--- src/hdl/esag_pkg.sv ---
`default_nettype none
package esag_pkg;
    // Direct register byte addresses seen by the serial front end.
    localparam logic [5:0] REG_EWA = 6'h02;
    localparam logic [5:0] REG_EWD0 = 6'h04;
    localparam logic [5:0] REG_EWD1 = 6'h05;
    localparam logic [5:0] REG_EWD2 = 6'h06;
    localparam logic [5:0] REG_EWD3 = 6'h07;
    localparam logic [5:0] REG_EWCS = 6'h08;
    localparam logic [5:0] REG_EWST = 6'h09;
    localparam logic [5:0] REG_KEY = 6'h3C;
    // Control and status bit positions.
    localparam int EWCS_TRIG_BIT = 7;
    localparam int EWCS_XCLR_BIT = 1;
    localparam int ST_WDN_BIT = 0;
    localparam int ST_XEE_BIT = 1;
    localparam int ST_BUSY_BIT = 2;
    // Extended address map.
    localparam logic [7:0] SHADOW_OFS = 8'h40;
    localparam int IDX_W = 5;
    localparam int NVM_WORDS = 32;
    localparam int DATA_W = 24;
    localparam logic [4:0] USER2_IDX = 5'h17;
    localparam logic [4:0] USER1_IDX = 5'h1F;
    localparam logic [4:0] CFG_IDX = 5'h18;
    localparam logic [4:0] LAST_IDX = 5'h1F;
    // Protection fields inside the configuration word.
    localparam int LOCK_LSB = 0;
    localparam int CUD_BIT = 4;
    localparam int DEL_BIT = 5;
    localparam int DUR_BIT = 6;
    localparam logic [3:0] LOCK_NVM = 4'hC;
    localparam logic [3:0] LOCK_ALL = 4'h3;
    localparam logic [6:0] CFG_RESET = 7'h00;
    // Unlock key bytes in the order they must arrive.
    localparam logic [7:0] KEY0 = 8'h00;
    localparam logic [7:0] KEY1 = 8'h27;
    localparam logic [7:0] KEY2 = 8'h81;
    localparam logic [7:0] KEY3 = 8'h1F;
    localparam logic [7:0] KEY4 = 8'h77;
    localparam logic [2:0] KEY_LAST = 3'h4;
    // Longest nonvolatile write time and its cycle count.
    localparam int NVM_WRITE_MS = 24;
    localparam int CLK_HZ = 25000000;
    localparam int NVM_TIMEOUT_CYC = NVM_WRITE_MS * (CLK_HZ / 1000);
    localparam int TMO_W = 20;
    // Sequencer states, Gray along boot, idle, write.
    typedef enum logic [1:0] {
        ST_BOOT_REQ = 2'h0,
        ST_BOOT_WAIT = 2'h1,
        ST_IDLE = 2'h3,
        ST_NVM_WAIT = 2'h2
    } esag_state_t;
    // Write permission class of a location.
    typedef enum logic [1:0] {
        ACC_NEVER = 2'h0,
        ACC_KEY = 2'h1,
        ACC_ALWAYS = 2'h2
    } esag_acc_t;
endpackage
`default_nettype wire

--- src/hdl/esag_guard.sv ---
// Notes on behaviour
// RQ1: power-up copies nonvolatile words into shadow.
// RQ2: shadow same layout, address plus 0x40.
// RQ3: no ECC in shadow; unused bits read zero.
// RQ4: shadow shares protection; reads always allowed.
// RQ5: five key bytes at 0x3C unlock.
// RQ6: controller unlocks once per power-on.
// RQ7: lock 0xC blocks nonvolatile, shadow still writable.
// RQ8: lock 0x3 blocks nonvolatile and shadow writes.
// RQ9: exception fields default to zero.
// RQ10: word 0x17 keyless with unlock waiver.
// RQ11: word 0x1F keyless needs both waivers.
// RQ12: under lock, user words need lock bypass.
// RQ13: address, data, then trigger bit.
// RQ14: controller loads all four data bytes first.
// RQ15: trigger moves 32-bit data to target.
// RQ16: write-done set; nonvolatile takes to 24 ms.
// RQ17: shadow write completes in one cycle.
// RQ18: refused write ends, sets done and warning.
// RQ19: wrong key byte restarts the sequence.
// RQ20: reset clears unlock and sequence tracker.
`default_nettype none
module esag_guard
    import esag_pkg::*;
#(
    parameter int unsigned NVM_TIMEOUT = NVM_TIMEOUT_CYC
) (
    input wire logic ref_clk,
    input wire logic rst,
    input wire logic regWe,
    input wire logic regRe,
    input wire logic [5:0] regAddr,
    input wire logic [7:0] regWdata,
    output logic [7:0] regRdata,
    output logic nvmReq,
    output logic nvmWe,
    output logic [esag_pkg::IDX_W-1:0] nvmAddr,
    output logic [31:0] nvmWdata,
    input wire logic [31:0] nvmRdata,
    input wire logic nvmDone,
    input wire logic nvmErr,
    input wire logic [esag_pkg::IDX_W-1:0] cfgIdx,
    output logic [esag_pkg::DATA_W-1:0] cfgData,
    output logic bootDone
);
    // Everything below that ends in _q is cleared by the power-on reset alone.
    logic keyUnlocked; // Key sequence completed since reset.
    esag_state_t state_q, state_d; // Sequencer state.
    logic [DATA_W-1:0] shadow_q [NVM_WORDS], shadow_d [NVM_WORDS]; // Volatile copies.
    logic [6:0] cfg_q, cfg_d; // Protection fields as stored at power-up.
    logic [IDX_W-1:0] idx_q, idx_d; // Word index for boot copy and writes.
    logic [7:0] ewa_q, ewa_d; // Extended write address.
    logic [31:0] ewd_q, ewd_d; // Extended write data.
    logic wdn_q, wdn_d; // Write done.
    logic xee_q, xee_d; // Extended access warning.
    logic req_q, req_d; // Request to the nonvolatile macro.
    logic we_q, we_d; // Request is a write.
    logic [TMO_W-1:0] tmo_q, tmo_d; // Nonvolatile write watchdog.
    logic [7:0] rdata_q, rdata_d; // Registered read data.
    logic [DATA_W-1:0] cfgData_q; // Registered shadow read.
    logic [DATA_W-1:0] cfgData_d; // Shadow word picked for the operating logic.
    // Decode of the pending write; all of it settles within the cycle.
    logic trigger; // Software wrote the trigger bit.
    logic inShadow; // Target lies in the shadow window.
    logic inNvm; // Target lies in the nonvolatile window.
    logic [IDX_W-1:0] tgtIdx; // Word index of the target.
    logic permitted; // Target may be written now.

    // The unlock tracker watches only the key port.
    // The waivers never feed it, so it always reports the key state alone.
    esag_key_tracker u_key (
        .ref_clk(ref_clk),
        .rst(rst),
        .keyWe(regWe && regAddr == REG_KEY),
        .keyByte(regWdata),
        .unlocked(keyUnlocked)
    );

    // Access class of one word; shadow ignores the nonvolatile-only lock.
    function automatic esag_acc_t accessOf(input logic [IDX_W-1:0] idx, input logic shadow,
                                           input logic [6:0] cfg);
        logic locked;
        logic cud;
        logic del;
        logic dur;
        // Lock 0x3 closes both windows, lock 0xC only the nonvolatile one.
        locked = (cfg[LOCK_LSB +: 4] == LOCK_ALL) || (!shadow && cfg[LOCK_LSB +: 4] == LOCK_NVM); // RQ7 RQ8
        cud = cfg[CUD_BIT];
        del = cfg[DEL_BIT];
        dur = cfg[DUR_BIT];
        // Any location needs the key unless a lock or a waiver below says otherwise.
        accessOf = ACC_KEY;
        if (!locked) begin
            // Without a lock only the unlock waiver can drop the key requirement.
            if (idx == USER2_IDX && dur) begin
                accessOf = ACC_ALWAYS; // RQ10
            end else if (idx == USER1_IDX && dur && cud) begin
                accessOf = ACC_ALWAYS; // RQ11
            end
        end else if (del && (idx == USER2_IDX || (idx == USER1_IDX && cud))) begin
            // Under a lock the bypass keeps the user words open and nothing else.
            accessOf = dur ? ACC_ALWAYS : ACC_KEY; // RQ12
        end else begin
            accessOf = ACC_NEVER; // RQ12
        end
    endfunction

    // Decode the target of the pending extended write.
    always_comb begin
        inNvm = ewa_q < 8'(NVM_WORDS);
        inShadow = (ewa_q >= SHADOW_OFS) && (ewa_q < SHADOW_OFS + 8'(NVM_WORDS)); // RQ2
        tgtIdx = ewa_q[IDX_W-1:0];
        // Outside both windows nothing is writable, whatever the class says.
        case (accessOf(tgtIdx, inShadow, cfg_q))
            ACC_ALWAYS: permitted = inNvm || inShadow;
            ACC_KEY: permitted = (inNvm || inShadow) && keyUnlocked; // RQ4
            default: permitted = 1'b0;
        endcase
        // Only bit 7 starts a transfer; a clear-only write leaves the sequencer alone.
        trigger = regWe && regAddr == REG_EWCS && regWdata[EWCS_TRIG_BIT]; // RQ13
    end

    // Direct register writes: target address and the four data bytes.
    always_comb begin
        ewa_d = ewa_q;
        ewd_d = ewd_q;
        if (regWe) begin
            // Data bytes land with the high byte at REG_EWD0, one frame each, in any order.
            case (regAddr)
                REG_EWA: ewa_d = regWdata; // RQ13
                REG_EWD0: ewd_d[31:24] = regWdata; // RQ14
                REG_EWD1: ewd_d[23:16] = regWdata; // RQ14
                REG_EWD2: ewd_d[15:8] = regWdata; // RQ14
                REG_EWD3: ewd_d[7:0] = regWdata; // RQ14
                default: ;
            endcase
        end
    end

    // Sequencer: boot copy, then write transactions. A trigger while busy is ignored, since
    // the macro cannot take a second request and the data could already be half consumed.
    always_comb begin
        state_d = state_q;
        shadow_d = shadow_q;
        cfg_d = cfg_q;
        idx_d = idx_q;
        req_d = req_q;
        we_d = we_q;
        tmo_d = tmo_q;
        wdn_d = wdn_q;
        xee_d = xee_q;
        // Software clears the warning; any new warning below overrides the clear.
        if (regWe && regAddr == REG_EWCS && regWdata[EWCS_XCLR_BIT]) begin
            xee_d = 1'b0;
        end
        unique case (state_q)
            ST_BOOT_REQ: begin
                // Ask for the next word; the copy only ever reads.
                req_d = 1'b1; // RQ1
                we_d = 1'b0;
                state_d = ST_BOOT_WAIT;
            end
            ST_BOOT_WAIT: begin
                if (nvmDone) begin
                    req_d = 1'b0;
                    // The top byte holds check bits and never reaches the shadow copy.
                    shadow_d[idx_q] = nvmRdata[DATA_W-1:0]; // RQ1 RQ3
                    // The protection word is latched here and nowhere else.
                    if (idx_q == CFG_IDX) begin
                        cfg_d = nvmRdata[6:0]; // RQ7 RQ8
                    end
                    // After the last word the block starts taking triggers.
                    if (idx_q == LAST_IDX) begin
                        idx_d = '0;
                        state_d = ST_IDLE;
                    end else begin
                        // The request drops for one cycle between two words.
                        idx_d = idx_q + 5'h01;
                        state_d = ST_BOOT_REQ;
                    end
                end
            end
            ST_IDLE: begin
                if (trigger) begin
                    // The done flag drops at a nonvolatile trigger and rises when that transfer ends; refused and shadow writes set it at once.
                    wdn_d = 1'b0;
                    if (!permitted) begin
                        // Refused: nothing is stored and both flags report it.
                        wdn_d = 1'b1; // RQ18
                        xee_d = 1'b1; // RQ18
                    end else if (inShadow) begin
                        // Shadow writes finish in the trigger's own cycle.
                        shadow_d[tgtIdx] = ewd_q[DATA_W-1:0]; // RQ15 RQ17
                        wdn_d = 1'b1; // RQ16 RQ17
                    end else begin
                        // Nonvolatile writes go to the macro, which may take up to 24 ms.
                        idx_d = tgtIdx; // RQ15
                        req_d = 1'b1;
                        we_d = 1'b1;
                        tmo_d = '0;
                        state_d = ST_NVM_WAIT;
                    end
                end
            end
            ST_NVM_WAIT: begin
                // The watchdog ends a write that the macro never answers.
                tmo_d = tmo_q + 20'h00001;
                if (nvmDone || tmo_q == TMO_W'(NVM_TIMEOUT)) begin
                    req_d = 1'b0;
                    we_d = 1'b0;
                    wdn_d = 1'b1; // RQ16
                    // A macro error and an abort both count as a failed write.
                    if (nvmErr || !nvmDone) begin
                        xee_d = 1'b1; // An aborted write also warns.
                    end
                    state_d = ST_IDLE;
                end
            end
        endcase
    end

    // Read path: address, data and status registers readable at any time, no unlock needed.
    always_comb begin
        rdata_d = 8'h00;
        cfgData_d = shadow_q[cfgIdx]; // RQ1
        // Idle cycles, holes and the write-only key port all read as zero.
        if (regRe) begin
            case (regAddr)
                REG_EWA: rdata_d = ewa_q; // RQ4
                REG_EWD0: rdata_d = ewd_q[31:24];
                REG_EWD1: rdata_d = ewd_q[23:16];
                REG_EWD2: rdata_d = ewd_q[15:8];
                REG_EWD3: rdata_d = ewd_q[7:0];
                // Busy also covers the power-up copy.
                REG_EWST: rdata_d = {5'h00, state_q != ST_IDLE, xee_q, wdn_q};
                default: rdata_d = 8'h00;
            endcase
        end
    end

    // Sequencer storage. Exception fields stay zero until the boot copy, so no waiver
    // can open a location before the real protection word has been read.
    always_ff @(posedge ref_clk or posedge rst) begin
        if (rst) begin
            state_q <= ST_BOOT_REQ;
            for (int i = 0; i < NVM_WORDS; i++) begin
                shadow_q[i] <= '0;
            end
            cfg_q <= CFG_RESET; // RQ9
            idx_q <= '0;
            wdn_q <= 1'b0;
            xee_q <= 1'b0;
            req_q <= 1'b0;
            we_q <= 1'b0;
            tmo_q <= '0;
        end else begin
            state_q <= state_d;
            shadow_q <= shadow_d;
            cfg_q <= cfg_d;
            idx_q <= idx_d;
            wdn_q <= wdn_d;
            xee_q <= xee_d;
            req_q <= req_d;
            we_q <= we_d;
            tmo_q <= tmo_d;
        end
    end

    // Write set-up registers. They survive a refused write, so software can send the key
    // and trigger again without loading the data once more.
    always_ff @(posedge ref_clk or posedge rst) begin
        if (rst) begin
            ewa_q <= 8'h00;
            ewd_q <= 32'h00000000;
        end else begin
            ewa_q <= ewa_d;
            ewd_q <= ewd_d;
        end
    end

    // Read data registers. Both reads cost one cycle, which keeps the outputs free of
    // glitches from the address decode.
    always_ff @(posedge ref_clk or posedge rst) begin
        if (rst) begin
            rdata_q <= 8'h00;
            cfgData_q <= '0;
        end else begin
            rdata_q <= rdata_d;
            cfgData_q <= cfgData_d; // RQ1
        end
    end

    // Outputs to the macro and to the operating logic.
    assign regRdata = rdata_q;
    assign nvmReq = req_q;
    assign nvmWe = we_q;
    assign nvmAddr = idx_q;
    // The macro takes the whole word; the next boot copy keeps only its low 24 bits.
    assign nvmWdata = ewd_q;
    assign cfgData = cfgData_q;
    // Operating logic may trust the shadow once the copy is over.
    assign bootDone = (state_q == ST_IDLE) || (state_q == ST_NVM_WAIT);
endmodule
`default_nettype wire

--- src/hdl/esag_key_tracker.sv ---
`default_nettype none
module esag_key_tracker
    import esag_pkg::*;
(
    input wire logic ref_clk,
    input wire logic rst,
    input wire logic keyWe,
    input wire logic [7:0] keyByte,
    output logic unlocked
);
    logic [2:0] step_q, step_d; // Next key byte expected.
    logic unlock_q, unlock_d; // Write access opened.

    // Key byte expected at a given step.
    function automatic logic [7:0] keyAt(input logic [2:0] s);
        case (s)
            3'h0: keyAt = KEY0;
            3'h1: keyAt = KEY1;
            3'h2: keyAt = KEY2;
            3'h3: keyAt = KEY3;
            default: keyAt = KEY4;
        endcase
    endfunction

    // Advance on a match; a wrong byte restarts, but is checked as a first byte so it is not wasted.
    always_comb begin
        step_d = step_q;
        unlock_d = unlock_q;
        if (keyWe && !unlock_q) begin
            if (keyByte == keyAt(step_q)) begin
                if (step_q == KEY_LAST) begin
                    unlock_d = 1'b1; // RQ5
                    step_d = 3'h0;
                end else begin
                    step_d = step_q + 3'h1; // RQ5
                end
            end else if (keyByte == KEY0) begin
                step_d = 3'h1; // RQ19
            end else begin
                step_d = 3'h0; // RQ19
            end
        end
    end

    // Power-on reset closes access and rewinds the sequence.
    always_ff @(posedge ref_clk or posedge rst) begin
        if (rst) begin
            step_q <= 3'h0; // RQ20
            unlock_q <= 1'b0; // RQ20
        end else begin
            step_q <= step_d;
            unlock_q <= unlock_d;
        end
    end

    assign unlocked = unlock_q;
endmodule
`default_nettype wire

--- config.mk ---
export PLATFORM = sky130hd
export DESIGN_NAME = esag_guard
export DESIGN_NICKNAME = d
export VERILOG_FILES = /design/src/hdl/esag_pkg.sv /design/src/hdl/esag_guard.sv /design/src/hdl/esag_key_tracker.sv
export SDC_FILE = /design/constraint.sdc
export NUM_CORES = 2
export LEC_CHECK = 0
export BUFFER_PORTS_ARGS = -buffer_cell sky130_fd_sc_hd__buf_2
export CAP_MARGIN = 5
export CORE_MARGIN = 2
export CORE_UTILIZATION = 67
export CTS_BUF_LIST = sky130_fd_sc_hd__clkbuf_16
export CTS_CLUSTER_SIZE = 12
export DETAILED_ROUTE_END_ITERATION = 10
export GPL_TIMING_DRIVEN = 1
export PLACE_DENSITY = 0.85
export SLEW_MARGIN = 20
export SYNTH_ARGS = -nofsm -noshare
export SYNTH_HDL_FRONTEND = slang
export SYNTH_HIERARCHICAL = 1
export SYNTH_SLANG_ARGS = --single-unit
--- constraint.sdc ---
create_clock -name ref_clk -period 67.8 [get_ports ref_clk]
set_input_delay 3.39 -clock ref_clk [delete_from_list [all_inputs] [get_ports ref_clk]]
set_output_delay 3.39 -clock ref_clk [all_outputs]
set_load 0.02 [all_outputs]
* Word-level counts from Yosys, hierarchy flattened
Cells that the tools add are included.
Word-level totals: input bits 57, output and inout bits 72, logic and storage cells 200, register bits after elaboration 882
Operators by class: add/sub/neg operators 3, equal/unequal tests 32, reductions and logical operators 43, mux-type cells 62, magnitude comparators 8, bitwise gates (word level) 3
Operators with widths (number):
- 768-bit 2-to-1 mux | 4
- 768-bit bitwise mux | 2
- 768-bit one-hot mux with 2 select lines | 1
- 24-bit demux with 5-bit select | 2
- 24-bit binary-select mux with 5-bit select | 1
- 24-bit 2-to-1 mux | 4
- 20-bit 2-to-1 mux | 3
- 8-bit one-hot mux with 6 select lines | 1
- 20-bit one-hot mux with 2 select lines | 1
- 8-bit one-hot mux with 4 select lines | 1
- 5-bit 2-to-1 mux | 5
- 6-bit by 3-bit equality test with 1-bit output (second input constant) | 4
- 2-bit 2-to-1 mux | 11
- 20-bit by 1-bit adder with 20-bit output (second input constant) | 1
- 20-bit equality test (second input constant) | 1
- 5-bit equality test (second input constant) | 4
- 5-bit AND reduction | 4
- 6-bit >= comparator (second input constant) | 3
- 5-bit NOT with 6-bit output | 3
- 8-bit 2-to-1 mux | 2
- 1-bit logical AND | 15
- 1-bit 2-to-1 mux | 15
- 2-bit inequality test (second input constant) | 7
- 6-bit by 4-bit equality test with 1-bit output (second input constant) | 2
- other kinds (32) | 54

* Longest topological paths before layout
word-level depth 11, depth in mapped cells 16, depth with buffers taken out 11

* Hierarchy
Netlist, hierarchy kept.
By module, submodules not included:
- esag_guard | instances 1, area an instance 46756.1 um^2, seq. area each 21971.1 um^2, cells each 4628
- esag_key_tracker | instances 1, area an instance 483.0 um^2, seq. area each 100.1 um^2, cells each 60

* Least setup slack after synthesis
No wires, ideal clock.
path type register -> output, from reg state_q[0], to out bootDone, slack 62422 ps, stages on the path, launching flop included 8, path buffers 4, data arrival time 1988 ps, data required time 64410 ps, cells stage by stage dfrtp_1 ha_1 buf_4 clkbuf_1 buf_2 nor2_1 clkbuf_1 inv_1
On the way: longest elaborated chain between the ends 2, elaborated cells between the ends (all ways) 3, those cells by class eq/ne (2); reduce/logical (1)
RTL lines:
- start: declaration | line esag_guard.sv:48 | esag_state_t state_q, state_d;
- start signal: assignment | line esag_guard.sv:257 | state_q <= state_d;
- 2-bit equality test | line esag_guard.sv:302 | assign bootDone = (state_q == ST_IDLE) || (state_q == ST_NVM_WAIT);
- 1-bit logical OR * | line esag_guard.sv:302
- end: declaration | line esag_guard.sv:44 | output logic bootDone
Mark *: on every way between the ends. The rest lies on a longest branch, timed or not.

* Worst setup path after layout
from in cfgIdx[1] (netlist name), to reg cfgData_q[22], in the netlist cfgData[22]
On the way: longest elaborated chain between the ends 4
RTL lines:
- start: declaration | line esag_guard.sv:42 | input wire logic [esag_pkg::IDX_W-1:0] cfgIdx,
- 5-bit NOT with 6-bit output (implied by the code) | line esag_guard.sv:225 | cfgData_d = shadow_q[cfgIdx];
- 24-bit binary-select mux with 5-bit select | line esag_guard.sv:225
- 24-bit 2-to-1 mux (implied by the code) (2 in series) | line esag_guard.sv:225
- named net cfgData_d[22] | line esag_guard.sv:61 | logic [DATA_W-1:0] cfgData_d;
- end signal: assignment | line esag_guard.sv:289 | cfgData_q <= cfgData_d;
- end: declaration | line esag_guard.sv:60 | logic [DATA_W-1:0] cfgData_q;
The timed path passes the listed nets, and every way through them passes these cells. The select of a mux whose other input is x is not followed. A chain may end at the register's enable or synchronous reset.

==> qor.txt <==
FF-to-FF Start = ewa_q[0]
Critical path class = primary input to flip-flop
Startpoint types = primary input
Share of layout cells above drive strength 1 = 16.7%
Clk_lat worst skew = 0.71 ns
Placer congestion estimate = 0.909
Share of synthesized registers carrying an async set or reset = 100%
Root buffer cell = clkbuf_16
Row cnt = 97
Post-synthesis cell type count = 83
Final hold slack = 0.475 ns
GRT Util Overall = 45.4%
ANT cells = 0
Avg Cell Area, Syn = 10.1 µm²
Pleak = 0.0203 µW
RSZ-0062 raised after global routing = no
Post-synth EDFFs = 0
Layout area overhead = 8.37%
Yosys reg bits = 882
CTS tree = yes
Max-slew headroom = 23.3%
Worst r2r dst = shadow_q[88]
CP endpoint kind = flip-flop
DP HPWL = 92.7 mm
Clock transition at path regs = 0.06 ns
# hold bufs at CTS = 0
Maximum clock path buffer count = 3
Total grt overflow = 0
Area share of the largest cell type after synthesis = 46.7%
Outcome = finished, final reports clean
Clk_skew = 0.0362 ns
DRT antenna net count = 0
Ranking of synthesized cells by area = dfrtp_1 (47%), a22oi_1 (12%), mux4_2 (9.2%), a21oi_1 (5.0%), nor2_1 (4.1%)
CTS Sinks = 882
R2R Setup Slk = 62.51 ns
CP Max Fanout = 89
Setup_tns = 0 ns
Syn_nets = 4763
Post-synthesis cell area = 47200 µm²
Final Cycle Share = 10.4%
# DRC = 0
PwrDens = 33.9 nW/µm²
Mapped Cells = 4688
Final min period = 7.07 ns
First-pass GRT wire length = 251 mm
Nets@finish = 4534
TritonCTS Buffers = 93
WL/cell = 30.6 µm
Final Hold Vio Count = 0
Sequential area share after synthesis = 46.7%
Drt first pass iters = 9
CP Capture Point = cfgData[22]
Highest-count cells in the layout ignoring fill and taps = dfrtp_1 (882), a22oi_1 (775), nor2_1 (499), a21oi_1 (475), nand2_1 (339)
Commonest non-fill, non-tap cell in the layout = dfrtp_1
Worst ir drop on vdd = 0.0000269 V
Worst reg2reg path depth = 13
Largest net degree at the start of global routing = 181
Max-slew violations = 0
Ys Warns = 6
Core area = 69900 µm²
Critical path required time = 68.20 ns
Initial Util = 67.6%
Via density = 7.72
Die Y = 270 µm
Synth area leader = dfrtp_1
Vias = 42212
Iter 0 DRT Violations = 8007
Hold path depth = 2
Port Buffers = 120
Ys flop type = dfrtp_1
CP arrival = 7.48 ns
Final setup viols = 0
Worst-margin pin slew = 1.15 ns
Max H-tree Level = 3
Vias in the first global route = 41559
Worst setup path start = cfgIdx[1]
Initial antenna violation count = 3
CTS-repair resized insts = 0
Hold WC Path Type = flip-flop to flip-flop
Total wire length = 167 mm
Ports = 129
Max Cap Viol = 0
Fmax = 0.141 GHz
Die X-Extent = 270 µm
Postcts setup bufs = 0
Die ar. = 72600 µm²
[synthesized netlist by cell type (35+ instances only)]
cell type and number:
dfrtp_1 882, a22oi_1 775, nor2_1 513, a21oi_1 475
clkbuf_1 397, nand2_1 339, o21ai_0 306, mux4_2 194
buf_2 118, mux2i_1 100, mux2_2 53, buf_1 42
buf_4 41, nand3_1 35, nor2b_1 35
[critical path, cell delays in order]
cell	delay, ns
buf_8	0.70
buf_4	0.85
buf_4	0.86
mux4_2	0.45
mux2i_1	0.56
o221ai_1	0.44
[final cells by class]
cell class	count	area, µm²
clock inverter	70	417
clock buffer	93	2330
sequential	882	22100
tap	940	1180
inverter	22	90.1
timing repair buffer	283	2000
fill	4667	18700
multi-input combinational	3177	23100
[how the worst min path moves through the flow]
stage	startpoint	to	slack, ns
3_5_place_dp	shadow_q[35]	shadow_q[35]	0.47
3_3_place_gp	shadow_q[117]	shadow_q[117]	0.46
6_report	shadow_q[103]	shadow_q[103]	0.48
2_1_floorplan	shadow_q[216]	shadow_q[216]	0.44
4_1_cts	shadow_q[35]	shadow_q[35]	0.48
5_1_grt	shadow_q[71]	shadow_q[71]	0.49
[flip-flops by register name, summed over array words and instances (netlist names), 2 cells and up]
register	count
nvmAddr	5
ewa_q	8
tmo_q	20
nvmWdata	32
shadow_q	768
regRdata	8
state_q	2
u_key/step_q	3
cfg_q	7
cfgData	24
[metrics by stage]
stage,power (µW),area [µm²],cells,worst slack [ns],util [%]
after floorplan,1070,47200,4688,39.73,-
after global placement,1200,48200,5297,60.33,69.0
after detailed placement,1230,48200,5297,60.33,69.0
after CTS,1700,51000,5460,60.99,72.9
after global routing,1800,51200,5467,60.73,73.2
final,1740,51200,5467,60.73,73.2
[where the power goes]
| group | internal, µW | total (µW) | switching, µW |
|---|---|---|---|
| registers | 669 | 756 | 87.0 |
| clock network | 256 | 478 | 222 |
| logic | 195 | 502 | 306 |
[per-layer routing]
layer	GRT usage [%]	vias to the layer above	share of wire, %
li1	-	16880	-
met2	62.6	3966	42
met5	2.04	-	0.15
met3	18.0	1023	16
met4	34.9	10	9.2
met1	57.3	20333	33
[logic make-up (layout without fill, tap and decap cells)]
logic type | Yosys count | after routing | synth area share, %
AOI/OAI and AO/OA | 1708 | 1708 | 23.8
and+or+nand+nor | 1094 | 1094 | 10.5
DFF | 882 | 882 | 46.7
buffers and inverters | 629 | 468 | 5.70
muxes | 348 | 348 | 12.7
adders and majority gates | 18 | 18 | 0.477
xor gates and xnor gates | 9 | 9 | 0.167
No activity file was read; power rests on OpenSTA's default activity.
